`config.mk`:
```
export PLATFORM = sky130hd
export DESIGN_NAME = i2cm_master
export DESIGN_NICKNAME = d
export VERILOG_FILES = /design/src/i2cm_pkg.sv /design/src/i2cm_divider.sv /design/src/i2cm_master.sv /design/src/i2cm_sync.sv
export VERILOG_INCLUDE_DIRS = /design/src
export SDC_FILE = /design/constraint.sdc
export NUM_CORES = 1
export LEC_CHECK = 0
export BUFFER_PORTS_ARGS = -buffer_cell sky130_fd_sc_hd__clkbuf_2
export CAP_MARGIN = 10
export CORE_UTILIZATION = 61
export CTS_CLUSTER_SIZE = 24
export DETAILED_ROUTE_END_ITERATION = 12
export PLACE_DENSITY = 0.89
export REMOVE_ABC_BUFFERS = 1
export SLEW_MARGIN = 20
export SYNTH_ARGS = -nofsm -noshare
export SYNTH_HDL_FRONTEND = slang
export SYNTH_SLANG_ARGS = --single-unit
```
`constraint.sdc`:
```
create_clock -name CLOCK -period 4.82 [get_ports CLOCK]
set_input_delay 0.723 -clock CLOCK [delete_from_list [all_inputs] [get_ports CLOCK]]
set_output_delay 0.723 -clock CLOCK [all_outputs]
set_load 0.01 [all_outputs]
```
`src/i2cm_params.svh`:
```
// constants, rule overview and field positions for the two-wire master
//
// Overview of operation
// - master makes every clock pulse plus start and stop conditions itself
// - transfer ends with stop or repeated start; bus kept after repeated start
// - transmit sends 7-bit address with direction zero, bytes, takes ack each
// - receive sends address with direction one, clocks bytes in, drives ack
// - after eight bits, slave ack sampled into ack_received_flag
// - end of ninth clock of transmitted byte sets port_irq_flag
// - start request sets port_irq_flag after start hold time elapses
// - stop request bit; interrupt only once stop fully completed
// - divider reloads from address_reload_reg; buffer write starts counting
// - divider stops after last bit and ack; clock line keeps level
// - clock rate is oscillator over four times reload plus one; here each clock half alone lasts four times reload plus one
// - released clock pauses divider until sampled high, reload low seven bits
// - start request with both lines high reloads low seven bits, counts
// - timeout with both lines high drives data low, sets start detected
// - after start edge reload eight bits; timeout clears request, holds low
// - lines low at onset or clock low early: collision, abort, idle
// - buffer write during start is dropped and sets write_collision_flag
// - low five command bits ignored until start completes
// - irq also on stop, each byte, ack sent, repeated start done
// - start and stop detected bits cleared by reset or disable
`ifndef I2CM_PARAMS_SVH
`define I2CM_PARAMS_SVH
`define I2CM_CMD_START 0
`define I2CM_CMD_RSTART 1
`define I2CM_CMD_STOP 2
`define I2CM_CMD_RECV 3
`define I2CM_CMD_ACK 4
`define I2CM_RELOAD_RST 8'h00
`define I2CM_QUARTER 2'h3
`endif

```
`src/i2cm_pkg.sv`:
```
// types for the two-wire master
package i2cm_pkg;
  typedef enum logic [9:0] {
    ST_IDLE = 10'h001,
    ST_S_WAIT = 10'h002,
    ST_S_HOLD = 10'h004,
    ST_BIT_LO = 10'h008,
    ST_BIT_HI = 10'h010,
    ST_RS_LO = 10'h020,
    ST_RS_HI = 10'h040,
    ST_P_LO = 10'h080,
    ST_P_HI = 10'h100,
    ST_P_END = 10'h200
  } i2cm_state_t;
endpackage

```
`src/i2cm_divider.sv`:
```
// reload-based baud divider clocked by instruction-cycle enable
`timescale 1ns/100ps
`default_nettype none
module i2cm_divider #(
  parameter int W = 8
) (
  input wire logic clk,
  input wire logic srst,
  input wire logic tick,
  input wire logic load,
  input wire logic [W-1:0] load_val,
  input wire logic run,
  output logic timeout
);
  logic [W-1:0] cnt_q;
  always_ff @(posedge clk) begin
    if (srst) begin
      cnt_q <= '0;
      timeout <= 1'b0;
    end else begin
      timeout <= 1'b0;
      if (load) begin
        cnt_q <= load_val;
      end else if (run && tick) begin
        if (cnt_q == '0) begin
          timeout <= 1'b1;
        end else begin
          cnt_q <= cnt_q - 1'b1;
        end
      end
    end
  end
endmodule
`default_nettype wire

```
`src/i2cm_master.sv`:
```
// two-wire bus master sequencer with start timing and baud divider
`timescale 1ns/100ps
`default_nettype none
`include "i2cm_params.svh"
module i2cm_master (
  input wire logic CLOCK,
  input wire logic SRST,
  input wire logic ENABLE,
  input wire logic [7:0] RELOAD,
  input wire logic [4:0] CMD_WDATA,
  input wire logic CMD_WE,
  input wire logic [7:0] BUF_WDATA,
  input wire logic BUF_WE,
  input wire logic ACK_DATA,
  input wire logic IRQ_CLR,
  input wire logic BCOL_CLR,
  input wire logic WRITE_COLLISION_FLAG_CLR,
  input wire logic SCL_IN,
  input wire logic SDA_IN,
  output logic SCL_OUT,
  output logic SCL_OE,
  output logic SDA_OUT,
  output logic SDA_OE,
  output logic [4:0] CMD_BITS,
  output logic [7:0] RX_DATA,
  output logic ACK_STAT,
  output logic PORT_IRQ,
  output logic BUS_COLL,
  output logic WRITE_COLL,
  output logic START_SEEN,
  output logic STOP_SEEN,
  output logic BUF_FULL
);
  typedef struct packed {
    i2cm_pkg::i2cm_state_t st;
    logic [1:0] pre;
    logic [4:0] cmd;
    logic [7:0] sh;
    logic [3:0] bitn;
    logic rx;
    logic ackph;
    logic scl_lo;
    logic sda_lo;
    logic [7:0] rxd;
    logic acks;
    logic irq;
    logic bcol;
    logic write_collision_flag;
    logic ss;
    logic ps;
    logic bf;
  } i2cm_regs_t;

  i2cm_regs_t r_q, r_d;
  logic scl_s, sda_s, tick, timeout, dload, drun;
  logic [7:0] dval;

  i2cm_sync u_scl (.clk(CLOCK), .srst(SRST), .din(SCL_IN), .dout(scl_s));
  i2cm_sync u_sda (.clk(CLOCK), .srst(SRST), .din(SDA_IN), .dout(sda_s));
  i2cm_divider #(.W(8)) u_div (
    .clk(CLOCK), .srst(SRST), .tick(tick), .load(dload),
    .load_val(dval), .run(drun), .timeout(timeout)
  );

  assign tick = (r_q.pre == `I2CM_QUARTER);
  logic busy;
  assign busy = (r_q.st != i2cm_pkg::ST_IDLE);
  logic start_busy;
  assign start_busy = (r_q.st == i2cm_pkg::ST_S_WAIT) || (r_q.st == i2cm_pkg::ST_S_HOLD)
    || (r_q.st == i2cm_pkg::ST_RS_LO) || (r_q.st == i2cm_pkg::ST_RS_HI);

  always_comb begin
    r_d = r_q;
    dload = 1'b0;
    drun = 1'b0;
    dval = {1'b0, RELOAD[6:0]};
    r_d.pre = r_q.pre + 2'h1;
    if (IRQ_CLR) r_d.irq = 1'b0;
    if (BCOL_CLR) r_d.bcol = 1'b0;
    if (WRITE_COLLISION_FLAG_CLR) r_d.write_collision_flag = 1'b0;
    // software commands, accepted only when idle
    if (CMD_WE && !busy) begin
      r_d.cmd = CMD_WDATA;
    end
    if (BUF_WE) begin
      if (busy) begin
        r_d.write_collision_flag = 1'b1;
      end else begin
        r_d.sh = BUF_WDATA;
        r_d.bf = 1'b1;
        r_d.scl_lo = 1'b1;
        r_d.rx = 1'b0;
        r_d.bitn = 4'h0;
        r_d.ackph = 1'b0;
        r_d.st = i2cm_pkg::ST_BIT_LO;
        dload = 1'b1;
        dval = RELOAD;
      end
    end
    case (r_q.st)
      i2cm_pkg::ST_IDLE: begin
        if (r_q.cmd[`I2CM_CMD_START] && !BUF_WE) begin
          if (scl_s && sda_s) begin
            dload = 1'b1;
            r_d.st = i2cm_pkg::ST_S_WAIT;
          end else begin
            r_d.bcol = 1'b1;
            r_d.cmd[`I2CM_CMD_START] = 1'b0;
          end
        end else if (r_q.cmd[`I2CM_CMD_RSTART] && !BUF_WE) begin
          r_d.scl_lo = 1'b1;
          r_d.sda_lo = 1'b0;
          dload = 1'b1;
          r_d.st = i2cm_pkg::ST_RS_LO;
        end else if (r_q.cmd[`I2CM_CMD_STOP] && !BUF_WE) begin
          r_d.scl_lo = 1'b1;
          r_d.sda_lo = 1'b1;
          dload = 1'b1;
          r_d.st = i2cm_pkg::ST_P_LO;
        end else if (r_q.cmd[`I2CM_CMD_RECV] && !BUF_WE) begin
          r_d.rx = 1'b1;
          r_d.bitn = 4'h0;
          r_d.ackph = 1'b0;
          r_d.sda_lo = 1'b0;
          dload = 1'b1;
          r_d.st = i2cm_pkg::ST_BIT_LO;
        end else if (r_q.cmd[`I2CM_CMD_ACK] && !BUF_WE) begin
          r_d.rx = 1'b1;
          r_d.ackph = 1'b1;
          r_d.sda_lo = ~ACK_DATA;
          dload = 1'b1;
          r_d.st = i2cm_pkg::ST_BIT_LO;
        end
      end
      i2cm_pkg::ST_S_WAIT: begin
        drun = 1'b1;
        if (!scl_s) begin
          r_d.bcol = 1'b1;
          r_d.cmd[`I2CM_CMD_START] = 1'b0;
          r_d.st = i2cm_pkg::ST_IDLE;
        end else if (timeout) begin
          if (sda_s) begin
            r_d.sda_lo = 1'b1;
            r_d.ss = 1'b1;
            r_d.ps = 1'b0;
            dload = 1'b1;
            dval = RELOAD;
            r_d.st = i2cm_pkg::ST_S_HOLD;
          end else begin
            r_d.bcol = 1'b1;
            r_d.cmd[`I2CM_CMD_START] = 1'b0;
            r_d.st = i2cm_pkg::ST_IDLE;
          end
        end
      end
      i2cm_pkg::ST_S_HOLD: begin
        drun = 1'b1;
        if (timeout) begin
          r_d.cmd[`I2CM_CMD_START] = 1'b0;
          r_d.scl_lo = 1'b0;
          r_d.irq = 1'b1;
          r_d.st = i2cm_pkg::ST_IDLE;
        end
      end
      i2cm_pkg::ST_RS_LO: begin
        drun = 1'b1;
        if (timeout) begin
          r_d.scl_lo = 1'b0;
          r_d.st = i2cm_pkg::ST_RS_HI;
        end
      end
      i2cm_pkg::ST_RS_HI: begin
        if (!scl_s) begin
          dload = 1'b1;
        end else begin
          drun = 1'b1;
          if (timeout) begin
            r_d.sda_lo = 1'b1;
            r_d.ss = 1'b1;
            dload = 1'b1;
            dval = RELOAD;
            r_d.st = i2cm_pkg::ST_S_HOLD;
            r_d.cmd[`I2CM_CMD_RSTART] = 1'b0;
            r_d.cmd[`I2CM_CMD_START] = 1'b1;
          end
        end
      end
      i2cm_pkg::ST_BIT_LO: begin
        // clock low half: set the data line, then release clock
        r_d.scl_lo = 1'b1;
        drun = 1'b1;
        if (!r_q.rx && !r_q.ackph) begin
          r_d.sda_lo = (r_q.bitn == 4'h8) ? 1'b0 : ~r_q.sh[7];
        end else if (r_q.rx && !r_q.ackph) begin
          r_d.sda_lo = 1'b0;
        end
        if (timeout) begin
          r_d.scl_lo = 1'b0;
          r_d.st = i2cm_pkg::ST_BIT_HI;
        end
      end
      i2cm_pkg::ST_BIT_HI: begin
        if (!scl_s) begin
          dload = 1'b1;
        end else begin
          drun = 1'b1;
          if (timeout) begin
            r_d.scl_lo = 1'b1;
            dload = 1'b1;
            dval = RELOAD;
            r_d.st = i2cm_pkg::ST_BIT_LO;
            if (r_q.ackph) begin
              r_d.sda_lo = 1'b0;
              r_d.cmd[`I2CM_CMD_ACK] = 1'b0;
              r_d.irq = 1'b1;
              r_d.st = i2cm_pkg::ST_IDLE;
            end else if (r_q.rx) begin
              r_d.rxd = {r_q.rxd[6:0], sda_s};
              r_d.bitn = r_q.bitn + 4'h1;
              if (r_q.bitn == 4'h7) begin
                r_d.cmd[`I2CM_CMD_RECV] = 1'b0;
                r_d.bf = 1'b1;
                r_d.irq = 1'b1;
                r_d.st = i2cm_pkg::ST_IDLE;
              end
            end else if (r_q.bitn == 4'h8) begin
              r_d.acks = sda_s;
              r_d.irq = 1'b1;
              r_d.st = i2cm_pkg::ST_IDLE;
            end else begin
              r_d.sh = {r_q.sh[6:0], 1'b0};
              r_d.bitn = r_q.bitn + 4'h1;
              if (r_q.bitn == 4'h7) r_d.bf = 1'b0;
            end
          end
        end
      end
      i2cm_pkg::ST_P_LO: begin
        drun = 1'b1;
        if (timeout) begin
          r_d.scl_lo = 1'b0;
          r_d.st = i2cm_pkg::ST_P_HI;
        end
      end
      i2cm_pkg::ST_P_HI: begin
        if (!scl_s) begin
          dload = 1'b1;
        end else begin
          drun = 1'b1;
          if (timeout) begin
            r_d.sda_lo = 1'b0;
            dload = 1'b1;
            r_d.st = i2cm_pkg::ST_P_END;
          end
        end
      end
      i2cm_pkg::ST_P_END: begin
        drun = 1'b1;
        if (timeout) begin
          r_d.cmd[`I2CM_CMD_STOP] = 1'b0;
          r_d.ps = 1'b1;
          r_d.ss = 1'b0;
          r_d.irq = 1'b1;
          r_d.st = i2cm_pkg::ST_IDLE;
        end
      end
      default: r_d.st = i2cm_pkg::ST_IDLE;
    endcase
    if (!ENABLE) begin
      r_d.ss = 1'b0;
      r_d.ps = 1'b0;
      r_d.st = i2cm_pkg::ST_IDLE;
      r_d.cmd = 5'h00;
      r_d.scl_lo = 1'b0;
      r_d.sda_lo = 1'b0;
    end
  end

  always_ff @(posedge CLOCK) begin
    if (SRST) begin
      r_q <= '{st: i2cm_pkg::ST_IDLE, default: '0};
    end else begin
      r_q <= r_d;
    end
  end

  always_comb begin
    SCL_OUT = 1'b0;
    SCL_OE = r_q.scl_lo;
    SDA_OUT = 1'b0;
    SDA_OE = r_q.sda_lo;
    CMD_BITS = r_q.cmd;
    RX_DATA = r_q.rxd;
    ACK_STAT = r_q.acks;
    PORT_IRQ = r_q.irq;
    BUS_COLL = r_q.bcol;
    WRITE_COLL = r_q.write_collision_flag;
    START_SEEN = r_q.ss;
    STOP_SEEN = r_q.ps;
    BUF_FULL = r_q.bf;
  end

  a_write_collision_flag_on_busy: assert property (@(posedge CLOCK) disable iff (SRST)
    (BUF_WE && busy && ENABLE) |=> WRITE_COLL)
    else $error("write during busy did not set collision");
  a_start_sda_low: assert property (@(posedge CLOCK) disable iff (SRST)
    (r_q.st == i2cm_pkg::ST_S_HOLD) |-> SDA_OE)
    else $error("data not held low in start hold");
  a_start_done: assert property (@(posedge CLOCK) disable iff (SRST)
    (r_q.st == i2cm_pkg::ST_S_HOLD && timeout && ENABLE) |=> !CMD_BITS[0] && PORT_IRQ)
    else $error("start did not complete");
  a_cmd_locked: assert property (@(posedge CLOCK) disable iff (SRST)
    (start_busy && ENABLE && !timeout) |=> $stable(CMD_BITS[4:1]))
    else $error("commands changed during start");
  a_disable_clr: assert property (@(posedge CLOCK) disable iff (SRST)
    !ENABLE |=> !START_SEEN && !STOP_SEEN)
    else $error("status not cleared by disable");
  a_tick_rate: assert property (@(posedge CLOCK) disable iff (SRST)
    tick |=> !tick ##1 !tick ##1 !tick ##1 tick)
    else $error("instruction tick spacing wrong");
  a_buf_start: assert property (@(posedge CLOCK) disable iff (SRST)
    (BUF_WE && !busy && ENABLE) |=> r_q.st == i2cm_pkg::ST_BIT_LO)
    else $error("buffer write did not start divider");
  a_coll_abort: assert property (@(posedge CLOCK) disable iff (SRST)
    (r_q.st == i2cm_pkg::ST_S_WAIT && !scl_s && ENABLE) |=> BUS_COLL && !busy)
    else $error("collision did not abort start");
endmodule
`default_nettype wire

```
`src/i2cm_sync.sv`:
```
// two-flop synchroniser for one pin level
`timescale 1ns/100ps
`default_nettype none
module i2cm_sync (
  input wire logic clk,
  input wire logic srst,
  input wire logic din,
  output logic dout
);
  logic meta_q;
  always_ff @(posedge clk) begin
    if (srst) begin
      meta_q <= 1'b1;
      dout <= 1'b1;
    end else begin
      meta_q <= din;
      dout <= meta_q;
    end
  end
endmodule
`default_nettype wire

```
* Word-level counts from Yosys, hierarchy flattened
Cells that the tools add are included.
** Cells by class
- Add/subtract/negate cells :: 3
- Eq/ne operators :: 29
- Multiplexer cells :: 149
- Bitwise operators :: 6
- Reduce and logical (&&, ||, !) cells :: 32
** Operator list (count)
- 10-bit two-way mux :: 22
- 8-bit two-way mux :: 14
- 10-bit one-hot mux with 9 select lines :: 1
- 12-bit two-way mux :: 6
- 1-bit two-way mux :: 70
- 15-bit two-way mux :: 2
- 2-bit two-way mux :: 14
- 2-bit by 1-bit inequality test with 1-bit output, second input constant :: 10
- 4-bit two-way mux :: 4
- 8-bit one-hot mux with 2 select lines :: 1
- 14-bit AND reduction :: 1
- 6-bit two-way mux :: 2
- 10-bit by 1-bit == test with 1-bit output, second input constant :: 1
- 10-bit == test, second input constant :: 1
- 10-bit by 2-bit == test with 1-bit output, second input constant :: 1
- 10-bit by 3-bit == test with 1-bit output, second input constant :: 1
- 10-bit by 4-bit == test with 1-bit output, second input constant :: 1
- 10-bit by 5-bit == test with 1-bit output, second input constant :: 1
- 10-bit by 6-bit == test with 1-bit output, second input constant :: 1
- 10-bit by 7-bit == test with 1-bit output, second input constant :: 1
- 10-bit by 8-bit == test with 1-bit output, second input constant :: 1
- 10-bit by 9-bit == test with 1-bit output, second input constant :: 1
- 1-bit logical AND :: 10
- 10-bit by 1-bit inequality test with 1-bit output, second input constant :: 1
- 30 further kinds :: 51
** Word-level totals
- Register bits :: 61
- Input bits :: 32
- Output and inout bits :: 24
- Logic and storage cells :: 242

* Logic depth before layout (Yosys ltp)
Gate-level depths: netlist of the first run.
- Depth in word-level cells :: 11
- Mapped depth :: 9
- Depth with buffers taken out :: 8

* Cells and area by module
A second synthesis of the first run with hierarchy kept.
** Unflattened totals
- Cells, all modules :: 445
- Area total of the unflattened synthesis :: 3654.8 um2
** By module, submodules not included
- i2cm_master :: instances 1, cells an instance 376, area an instance 3006.6 um2, seq. area each 960.9 um2
- i2cm_divider :: instances 1, cells an instance 61, area an instance 543.0 um2, seq. area each 180.2 um2
- i2cm_sync :: instances 2, cells an instance 4, area an instance 52.6 um2, seq. area each 40.0 um2

* Worst setup path before layout of the first run
No wires, ideal clock.
- Path type :: reg-to-reg
- Start :: register u_div.cnt_q[2]
- End :: register u_div.cnt_q[0]
- Setup time :: 0.079 ns
- Data arrival time :: 2.104 ns
- Required time :: 4.741 ns
- Setup slack :: 2.637 ns
- Cell stages (with the launch flop) :: 8
- Buffers on the path :: 1
- Clock period less this slack :: 2.183 ns
- Cell sequence :: dfxtp_1 -> or4_1 -> or4b_1 -> buf_2 -> and2_4 -> a21boi_4 -> xnor2_1 -> a211oi_2
** On the way
- Cells in the longest elaborated chain, start to end :: 3
** Ends and longest elaborated chain
- from (decl) :: line i2cm_divider.sv:15 : logic [W-1:0] cnt_q;
- from (signal assigned) :: line i2cm_divider.sv:23 : cnt_q <= load_val;
- from (signal assigned) :: line i2cm_divider.sv:28 : cnt_q <= cnt_q - 1'b1;
- 8-bit logical NOT :: line i2cm_divider.sv:25 : if (cnt_q == '0) begin
- 2-bit inequality test (no source line)
- 2-bit AND reduction (no source line)
No other way between the ends.
A chain may end at the register's enable or synchronous reset.

* Worst setup path in the final report of the first run
- Start :: register r_q[38] in the netlist's numbering
- End :: register r_q[22] in the netlist's numbering
** On the way
- Cells in the longest elaborated chain, start to end :: 9
- Elaborated cells on any way between the ends :: 15
- Those cells by class :: eq/ne: 3; mux: 12
** Ends and longest elaborated chain
- from (decl) :: line i2cm_master.sv:54 : i2cm_regs_t r_q, r_d;
- from (signal assigned) :: line i2cm_master.sv:283 : r_q <= r_d;
- 10-bit by 1-bit inequality test with 1-bit output :: line i2cm_master.sv:67 : assign busy = (r_q.st != i2cm_pkg::ST_IDLE);
- 15-bit two-way mux :: line i2cm_master.sv:86 : if (busy) begin
- 15-bit two-way mux :: line i2cm_master.sv:85 : if (BUF_WE) begin
- 12-bit two-way mux :: line i2cm_master.sv:226 : end else if (r_q.bitn == 4'h8) begin
- 4-bit two-way mux :: line i2cm_master.sv:217 : end else if (r_q.rx) begin
- 12-bit two-way mux :: line i2cm_master.sv:212 : if (r_q.ackph) begin
- 12-bit two-way mux :: line i2cm_master.sv:207 : if (timeout) begin
- 12-bit two-way mux :: line i2cm_master.sv:203 : if (!scl_s) begin
- 4-bit one-hot mux with 2 select lines * :: line i2cm_master.sv:100 : case (r_q.st)
Every way passes the cells marked *; elsewhere a longest branch is shown, timed or not. The select of a mux whose other input is x is not followed.

==> results by group, run 1 <==
Run status
  – Status: completed

Setup path
  – CP top delay family: simple AND/OR/NAND/NOR gates
  – Crit-path max FO: 10
  – Slowest stage cell, crit path: nand4_1
  – Critical path data required time: 5.01 ns
  – CP max stage delay: 0.71 ns
  – FF-to-FF Start: r_q[38]
  – Crit start category: flip-flop
  – Kind of critical path: flip-flop to flip-flop
  – Critical Path Sink Type: flip-flop
  – Crit path cell chain: nor4b_1 -> nand4_1 -> o211ai_1 -> o21ai_0 -> nand2_1 -> a21oi_1
  – Crit path arrival time: between 2 and 3 ns
  – Worst Setup SP: r_q[38]
  – Crit path buffers/inverters: 0

CTS
  – Post-CTS Resized: 0
  – Worst skew pair latency: 0.34 ns
  – Depth of the CTS H-tree: 3
  – CTS tree: built
  – CTS max path bufs: 2
  – Clk slew on worst S/H paths: 0.07 ns
  – Clk root buf: clkbuf_8
  – Quantity of hold-fixing buffers added after cts: 0
  – CTS Buf Count: 9
  – Setup Buffers After CTS: 0
  – CTS Sinks: 61

Routing
  – TritonRoute pass-1 iters: 7
  – Vias per Instance: 6.323
  – Final WL: 8979 um
  – DR vias: roughly 3400
  – WL per Instance: approximately 17 um
  – DRC: 0
  – DRT iter0 DRCs: around 560
  – Final ANT Viol Nets: 0

Synthesis
  – Synth area leader: dfxtp_1
  – Asr flop ratio synth: 0%
  – Synth Cell Area: between 0.003 and 0.004 sq mm
  – Top-count cell post-synth: dfxtp_1
  – Post-Synthesis Cells: 443
  – Post-synth EDFFs: 0
  – Synth area leaders: dfxtp_1 34%, nor2_1 6.2%, mux2i_1 5.9%
  – Yosys warnings: 0
  – Distinct cells, synth: 65
  – Post-synthesis sequential area ratio: 34.19%
  – Seq cells post-synth: 61
  – Primary FF master, synth: dfxtp_1
  – Yosys top cell area share: between 30% and 40%
  – Mean Syn Cell Area: ~8.1 sq um
  – Most frequent cells after synthesis: 61 x dfxtp_1, 59 x nor2_1, 30 x nand2_1

Final layout
  – Nets: 501
  – Fill cells: 446
  – Layout Cells excl Fill: roughly 540
  – ANT cells: 0
  – Area grow syn2layout: 9.737%
  – Final core occ: 70.33%
  – Share of cells above drive strength 1: 18.98%

Floorplan
  – IO Pins: 56
  – Die height: 78.53 um
  – FP Rows: 27
  – Core Region: roughly 0.0056 sq mm
  – Initial Util: 64.09%
  – Die Area: 0.006166 sq mm
  – Die Width: 78.53 um

Power and ir drop
  – PD cells: 324.6 mW/mm^2
  – VDD IR max: 265.7 uV
  – Sw Ratio: 28.06%
  – LEAKAGE: 1.587 nW
  – Internal Power: 0.9154 mW
  – Net Sw Power: 0.3570 mW
  – Combinational share of power: 15.9%
  – Seq pwr share: 43.7%
  – Power share of the clock group: 40.4%

Timing
  – Setup violators final: 0
  – Hold Violations, Final: 0
  – Unrepaired setup endpoints after global routing: false
  – Max-slew violations: 0
  – Least-Margin Pin Slew: 0.8350 ns
  – Tmin final: approximately 2.6 ns
  – F_max: 383.6 MHz
  – Worst rel slew slack: 44.34%
  – Post-route setup TNS: 0 ns
  – Final worst path period share: 54.08%
  – Clock skew: 0.006609 ns

GRT
  – Vias in the first global route: slightly above 3000
  – GR Util All Layers: 29.95%
  – Initial antenna violation count: 0
  – Pin count of the biggest net entering global routing: 44
  – Gr ovfl total: 0
  – Global-route wire length before repair: 14460 um

Job
  – Max-Cap Viols: 0

Place
  – Port Buffer Count: 53
  – Hpwl dp: 6275 um
  – Placed cell count: about 530
  – Placer congestion estimate: 0.9568

Min path
  – Hold_sp: u_sda.meta_q
  – Hold crit path type: flip-flop to flip-flop
==> sequential cells by signal, summed over array words and instances (netlist names), 5 cells and up <==
| register | cells |
|---|---|
| u_div.cnt_q | 8 |
| RX_DATA | 8 |
| CMD_BITS | 5 |
| r_q | 26 |
==> placed cells by master (no fill, tap or decap), types with 4 or more instances in the layout <==
| master | n |
|---|---|
| and3_1 | 9 |
| inv_1 | 13 |
| xnor2_1 | 4 |
| or2_2 | 5 |
| nor4_1 | 7 |
| nand3_1 | 12 |
| nand2b_1 | 4 |
| nand2_1 | 30 |
| a211oi_1 | 16 |
| clkbuf_2 | 53 |
| a21oi_1 | 29 |
| ha_1 | 5 |
| nor3_1 | 9 |
| nor2b_1 | 9 |
| nand4_1 | 7 |
| o21ai_0 | 20 |
| clkbuf_8 | 10 |
| dfxtp_1 | 61 |
| nand3b_1 | 4 |
| nor2_1 | 59 |
| a22oi_1 | 6 |
| mux2i_1 | 21 |
| a311oi_1 | 5 |
==> power by group through the flow <==
stage	sequential [mW]	clock [mW]	combinational (mW)
after floorplan	0.561	0	0.137
after global placement	0.564	0	0.190
after detailed placement	0.566	0	0.196
after CTS	0.555	0.516	0.197
after global routing	0.559	0.537	0.222
final	0.556	0.514	0.203
==> final cells by class <==
type / instances / area [sq um] / area share [%]
Multi-Input combinational cell: 325 / 2063 / 52.63
Clock inverter: 6 / 86.33 / 2.202
Sequential cell: 61 / 1221 / 31.15
Timing Repair Buffer: 54 / 272.8 / 6.958
Clock buffer: 10 / 137.6 / 3.511
Inverter: 13 / 48.80 / 1.245
Tap cell: 72 / 90.09 / 2.298
==> kinds of logic after synthesis <==
family | synth area share (%)
XOR/XNOR | 1.471
AND/OR/NAND/NOR | 28.02
flip-flops | 34.19
multiplexers | 5.884
AO/OA/AOI/OAI | 20.28
buffers and inverters | 8.301
other | 0.1050
adder cells (fa/ha/maj) | 1.751
==> metrics by stage <==
stage	cell area (sq um)	setup slack [ns]	total power [mW]	hold slack, ns
final	3920	2.213	1.272	0.4063
after global routing	3920	2.026	1.318	0.4113
after CTS	3915	2.122	1.268	0.4053
after detailed placement	3691	1.752	0.7612	0.3937
after global placement	3691	1.837	0.7546	0.3918
after floorplan	3328	2.273	0.6975	0.3895
==> layer usage <==
metal,up-vias,GRT usage [%],wire length [um]
met3,35,6.279,882
met2,197,46.96,4186
met1,1561,38.35,3622
met5,-,0,0
met4,0,15.93,287
li1,1628,-,-
==> path summary, 6_finish.rpt <==
path,to,slack [ns],depth (start not counted)
worst max-delay path,r_q[22],2.21,6
worst min register to register,u_sda.dout,0.41,1
worst min-delay path,u_sda.dout,0.41,1
worst max register to register,r_q[22],2.21,6
Power figures use the tool's default switching activity.
==> inputs of run 2 (changes only) <==
ABC_AREA = 1   (was unset)
CORE_UTILIZATION = 57   (was 61)
PLACE_DENSITY = 0.84   (was 0.89)
clock period = 2.5 ns   (was 4.82 ns; I/O delays follow)
==> run 2 against run 1 <==
Compared with the run above: global-route usage decreased by 0.31 points; critical endpoint is now u_div.cnt_q[3]; critical path depth increased by 5; clock skew increased by 0.0042 ns.
==> results by group, run 2 <==
Synthesis
  – Seq cells post-synth: 61 (unchanged)
  – Synth area leaders: dfxtp_1 33%, nand2_1 12%, nor2_1 6.7%
  – Post-Synthesis Cells: 556 (+26%)
  – Mean Syn Cell Area: 6.747 sq um (-16%)
  – Synth area leader: dfxtp_1
  – Asr flop ratio synth: 0% (unchanged)
  – Primary FF master, synth: dfxtp_1
  – Yosys top cell area share: 32.56% (-1.6 points)
  – Most frequent cells after synthesis: 116 x nand2_1, 67 x nor2_1, 62 x inv_1
  – Synth Cell Area: 0.003751 sq mm (+5.0%)
  – Top-count cell post-synth: nand2_1
  – Post-synthesis sequential area ratio: 32.56% (-1.6 points)
  – Post-synth EDFFs: 0 (unchanged)
  – Yosys warnings: 0 (unchanged)
  – Distinct cells, synth: 41 (-37%)

Routing
  – DRT iter0 DRCs: 290 (-48%)
  – Vias per Instance: 5.569 (-12%)
  – DRC: 0 (unchanged)
  – DR vias: 3798 (+11%)
  – Final ANT Viol Nets: 0 (unchanged)
  – Final WL: 9744 um (+8.5%)
  – WL per Instance: 14.29 um (-14%)
  – TritonRoute pass-1 iters: 6 (-1)

Power and ir drop
  – VDD IR max: 413.6 uV (+56%)
  – PD cells: 633.1 mW/mm^2 (+95%)
  – LEAKAGE: 1.974 nW (+24%)

Place
  – Hpwl dp: 7489 um (+19%)
  – Port Buffer Count: 53 (unchanged)
  – Placer congestion estimate: 1.007 (+5.3%)

Timing
  – Hold Violations, Final: 0 (unchanged)
  – Tmin final: 1.972 ns (-0.6346 ns)
  – Post-route setup TNS: 0 ns (unchanged)
  – Clock skew: 0.01076 ns (+0.004155 ns)
  – Min Hold Slack: 0.2136 ns (-0.1927 ns)
  – Final worst path period share: 78.89% (+25 points)
  – Setup violators final: 0 (unchanged)
  – F_max: 507.0 MHz (+32%)
  – Max-slew violations: 0 (unchanged)
  – Unrepaired setup endpoints after global routing: false

Final layout
  – Commonest cells after routing, fill and taps aside: 116 x nand2_1, 67 x nor2_1, 62 x inv_1, 61 x dfxtp_1, 53 x clkbuf_2
  – Top reg by flops: r_q
  – Share of cells above drive strength 1: 21.16% (+2.2 points)
  – Area grow syn2layout: 10.71%
  – Nets: 637 (+27%)
  – Commonest non-fill, non-tap cell in the layout: nand2_1
  – ANT cells: 0 (unchanged)
  – Fill cells: 574 (+29%)
  – Max reg flops: 26 (unchanged)

GRT
  – GR Util All Layers: 29.64% (-0.31 points)
  – Vias in the first global route: 3585 (+15%)
  – Global-route wire length before repair: 16230 um (+12%)
  – Gr ovfl total: 0 (unchanged)
  – Pin count of the biggest net entering global routing: 32 (-27%)
  – Initial antenna violation count: 0 (unchanged)

Setup path
  – Critical Path Sink Type: flip-flop
  – FF-to-FF Start: r_q[45]
  – Worst R2R Setup Slack: 0.53 ns (-1.69 ns)
  – Crit-path max FO: 14 (+4)
  – Critical path data required time: 2.77 ns (-2.24 ns)
  – Crit path arrival time: 2.24 ns (-0.56 ns)
  – Critical Path End: u_div.cnt_q[3]
  – Kind of critical path: flip-flop to flip-flop
  – Crit start category: flip-flop
  – Worst R2R Path Depth: 11 (+5)
  – RR Endpoint: u_div.cnt_q[3]
  – Worst Setup SP: r_q[45]

CTS
  – CTS tree: built
  – Clk root buf: clkbuf_8
  – Clk slew on worst S/H paths: 0.07 ns (about the same)
  – CTS Sinks: 61 (unchanged)
  – CTS max path bufs: 2 (unchanged)
  – CTS Buf Count: 9 (unchanged)
  – Setup Buffers After CTS: 0 (unchanged)
  – Post-CTS Resized: 0 (unchanged)
  – Depth of the CTS H-tree: 3 (unchanged)
  – Worst skew pair latency: 0.35 ns (about the same)
  – Quantity of hold-fixing buffers added after cts: 0 (unchanged)

Floorplan
  – Core Region: 0.006350 sq mm (+14%)
  – IO Pins: 56 (unchanged)
  – FP Rows: 29 (+7.4%)
  – Die Area: 0.006909 sq mm (+12%)
  – Die Width: 83.12 um (+5.9%)
  – Initial Util: 59.07% (-5.0 points)
  – Die height: 83.12 um (+5.9%)

Min path
  – Hold crit path type: input pin to flip-flop

Job
  – Max-Cap Viols: 0 (unchanged)

Run status
  – Status: completed
run 2: how the worst min path moves through the flow:
| stage | from | to | slack [ns] | depth (start not counted) |
|---|---|---|---|---|
| 2_1_floorplan | u_scl.meta_q | u_scl.dout | 0.39 | 1 |
| 3_3_place_gp | u_sda.meta_q | u_sda.dout | 0.39 | 1 |
| 3_5_place_dp | u_scl.meta_q | u_scl.dout | 0.39 | 1 |
| 4_1_cts | SCL_IN | u_scl.meta_q | 0.20 | 2 |
| 5_1_grt | SDA_IN | u_sda.meta_q | 0.20 | 2 |
| 6_report | SCL_IN | u_scl.meta_q | 0.21 | 2 |
run 2: final cells by class:
| cell class | count | area (sq um) | area share [%] |
|---|---|---|---|
| clock inverters | 4 | 22.52 | 0.5423 |
| multi-input cells | 393 | 2066 | 49.74 |
| inverters | 77 | 289.0 | 6.960 |
| well taps | 77 | 96.34 | 2.320 |
| flip-flops and latches | 61 | 1221 | 29.41 |
| repair buffers | 58 | 302.8 | 7.291 |
| clock buffers | 12 | 155.1 | 3.736 |
run 2: cells by family (layout without fill, tap and decap cells):
group	count (synthesis)	after routing	synth area share, %
simple gates	270	270	34.72
compound gates	107	107	16.34
buf+inv	103	151	12.47
flops	61	61	32.56
xor+xnor	8	8	1.868
fa+ha+maj	5	5	1.668
other cells	1	2	0.09997
mux	1	1	0.2669
run 2: critical path: stages (launching register included):
cell and delay (ns):
dfxtp_1 0.40, nor2_4 0.19, nand2_4 0.12, nor2_4 0.13, nand2_2 0.13, nand3_1 0.14, nand2_1 0.10, nand2_4 0.16
inv_2 0.13, nand2_2 0.17, nand2_1 0.08, a21oi_1 0.13
run 2: through the flow:
step                setup WS (ns)  cells  total power, mW  utilization, %  instance area [sq um]
finish                     0.5278    682            2.629           65.40                   4153
floorplan                  0.8738    531            1.640               -                   3576
detailed placement         0.4797    666            1.836           62.60                   3975
global placement           0.5717    666            1.818           62.60                   3975
CTS                        0.5612    682            2.632           65.40                   4153
global route               0.3488    682            2.777           65.40                   4153
run 2: routing by layer:
layer / share of wire, % / GRT usage [%] / vias to the layer above
li1: - / - / 1874
met1: 42 / 35.18 / 1698
met2: 47 / 48.51 / 190
met3: 7.4 / 8.250 / 36
met4: 4.0 / 15.99 / 0
met5: 0 / 0 / -
run 2: power breakdown:
group | switching, mW | internal, mW
logic | 0.460 | 0.268
registers | 0.0581 | 1.04
clock network | 0.392 | 0.409
total | 0.910 | 1.72
==> inputs of run 3 (changes only) <==
ABC_AREA = 0   (was 1)
clock period = 1.95 ns   (was 2.5 ns; I/O delays follow)
==> run 3 against run 2 <==
Compared with the run above: the run now ends with setup timing left; via count is 7.8% higher; worst hold slack worse by 0.089 ns; non-clock buffer count is 84 higher; design area increased by 20%; register-to-register slack got worse by 0.76 ns; critical path type unchanged.
==> results by group, run 3 (synthesized netlist as in run 1, its figures left out) <==
Run status
  – Status: complete, but fails checks
  – Violated checks: setup timing

Timing
  – Final worst path period share: 111.9% (+33 points)
  – Tmin final: 2.183 ns (+0.2105 ns)
  – Hold Violations, Final: 0 (unchanged)
  – Setup violators final: 28 (+28)
  – PnR worst setup slack: -0.2327 ns (-0.7605 ns)
  – Worst rel slew slack: 65.37%
  – Clock skew: 0.005431 ns (-0.005333 ns)
  – Unrepaired setup endpoints after global routing: true
  – Max-slew violations: 0 (unchanged)
  – Least-Margin Pin Slew: a little over 0.5 ns
  – F_max: 458.1 MHz (-9.6%)

Setup path
  – Critical path data required time: 2.20 ns (-0.57 ns)
  – Worst Setup SP: u_div.cnt_q[3]
  – Worst R2R Path Depth: 6 (-5)
  – Kind of critical path: flip-flop to flip-flop
  – Worst R2R Setup Slack: -0.23 ns (-0.76 ns)
  – Crit-path max FO: 3 (-11)
  – Crit path arrival time: 2.44 ns (+0.20 ns)
  – Crit start category: flip-flop
  – FF-to-FF Start: u_div.cnt_q[3]
  – Critical Path Sink Type: flip-flop
  – RR Endpoint: u_div.cnt_q[1]

Final layout
  – Share of cells above drive strength 1: 41.65% (+20 points)
  – Footprint of the multi-input gates: 0.002349 sq mm (+14%)
  – Top reg by flops: r_q
  – Layout Cells excl Fill: 632 (-7.3%)
  – Max reg flops: 26 (unchanged)
  – Nets: 589 (-7.5%)
  – Register area: 0.001241 sq mm (+1.6%)
  – Commonest cells after routing, fill and taps aside: 78 x buf_4, 54 x nor2_1, 53 x clkbuf_2, 51 x dfxtp_1, 29 x nand2_1
  – Fill cells: 333 (-42%)
  – Commonest non-fill, non-tap cell in the layout: buf_4
  – Area grow syn2layout: 39.26%
  – ANT cells: 0 (unchanged)

GRT
  – GR Util All Layers: 36.55% (+6.9 points)
  – Pin count of the biggest net entering global routing: 29 (-9.4%)
  – Grt met3 use: 10.22% (+2.0 points)
  – Global-route wire length before repair: 18050 um (+11%)
  – Vias in the first global route: 3758 (+4.8%)
  – M1 GR Usage: 41.56% (+6.4 points)
  – Initial antenna violation count: 0 (unchanged)
  – Global route hottest layer: met2
  – M2 GR Usage: 60.17% (+12 points)
  – Gr ovfl total: 0 (unchanged)

Place
  – Hpwl dp: 7839 um (+4.7%)
  – Port Buffer Count: 53 (unchanged)
  – Placer congestion estimate: 0.9601 (-4.7%)
  – Placed cell count: 605 (-9.2%)

Routing
  – DRT iter0 DRCs: 466 (+61%)
  – DR vias: 4096 (+7.8%)
  – Vias per Instance: 6.481 (+16%)
  – Final WL: 12690 um (+30%)
  – DRC: 0 (unchanged)
  – Final ANT Viol Nets: 0 (unchanged)
  – TritonRoute pass-1 iters: 6 (unchanged)
  – WL per Instance: 20.08 um (+41%)

CTS
  – CTS Sinks: 61 (unchanged)
  – CTS Buf Count: 9 (unchanged)
  – Quantity of hold-fixing buffers added after cts: 0 (unchanged)
  – Worst skew pair latency: 0.35 ns (about the same)
  – CTS tree: built
  – Clk slew on worst S/H paths: 0.07 ns (about the same)
  – CTS max path bufs: 2 (unchanged)
  – Clk root buf: clkbuf_8
  – Depth of the CTS H-tree: 3 (unchanged)

Job
  – Max-Cap Viols: 0 (unchanged)

Floorplan
  – IO Pins: 56 (unchanged)
  – FP Rows: 28 (-3.4%)
  – Die Area: 0.006588 sq mm (-4.6%)
  – Core Region: 0.005991 sq mm (-5.7%)
  – Initial Util: 59.63% (+0.55 points)
  – Die Width: 81.17 um (-2.4%)
  – Die height: 81.17 um (-2.4%)

Min path
  – Hold depth: 2 (unchanged)
  – Hold_sp: SDA_IN
  – Hold Crit Endpoint: u_sda.meta_q
  – Hold crit path type: input pin to flip-flop

Power and ir drop
  – PD cells: 728.3 mW/mm^2 (+15%)
  – LEAKAGE: 2.116 nW (+7.2%)
  – VDD IR max: 660.8 uV (+60%)
  – Total power: 3.623 mW (+38%)
-- run 3: cell types whose count changed in the layout (fill, tap and decap cells not counted), sizes merged, moves of 7 or more --
cell    delta
nand2     -96
buf       +84
inv       -64
nor2      -25
o21ai     -23
mux2i     +20
nand3     -17
a211oi    +11
and3       +9
nor2b      +9
nor4       +7
-- run 3: worst max-delay path, stage by stage (launching register included) --
cell     delay [ns]
dfxtp_1        0.34
or4_4          0.53
or4b_4         0.57
and2_4         0.18
buf_4          0.13
a21o_1         0.15
a31o_1         0.16
-- run 3: power by group --
part | switching [mW] | leakage [nW] | total (mW) | internal (mW)
Combinational | 0.418 | 1.48 | 0.783 | 0.366
Clock | 0.516 | 0.130 | 1.47 | 0.955
Sequential | 0.0602 | 0.502 | 1.37 | 1.31
Total | 0.994 | 2.12 | 3.62 | 2.63
-- run 3: per-stage QoR --
step	setup WS, ns	cell area (sq um)	util, %	hold slack (ns)	setup TNS (ns)
2_1_floorplan	-0.5970	3328	-	0.3571	-16.56
3_3_place_gp	-0.1465	4285	71.53	0.3945	-4.187
3_5_place_dp	-0.2639	4285	71.53	0.3986	-8.523
4_1_cts	-0.1848	4748	79.26	0.1279	-1.010
5_1_grt	-0.2816	4975	83.04	0.1132	-3.824
6_report	-0.2327	4975	83.04	0.1247	-2.506
-- run 3: area by class of cell --
| cell class | instances | share of cell area (%) |
|---|---|---|
| inverters | 13 | 0.9809 |
| clock inverters | 3 | 1.811 |
| repair buffers | 142 | 19.77 |
| clock buffers | 13 | 3.395 |
| multi-input cells | 325 | 47.21 |
| flip-flops and latches | 61 | 24.95 |
| well taps | 75 | 1.886 |
-- run 3: layer usage --
layer | up-vias | share of wire [%]
li1 | 1808 | -
met1 | 1928 | 37
met2 | 288 | 48
met3 | 72 | 10
met4 | 0 | 4.8
met5 | - | 0
-- run 3: worst max path at each step --
stage,endpoint
floorplan,r_q[22]
global placement,u_div.cnt_q[0]
detailed placement,RX_DATA[0]
CTS,u_div.cnt_q[2]
global route,u_div.cnt_q[2]
finish,u_div.cnt_q[1]
-- run 3: what timing repair did --
item / in CTS / in global routing
pin swaps: 19 / 22
endpoints found under the setup margin: 46 / 44
buffers inserted: 4 / 7
gates resized for setup: 46 / 47
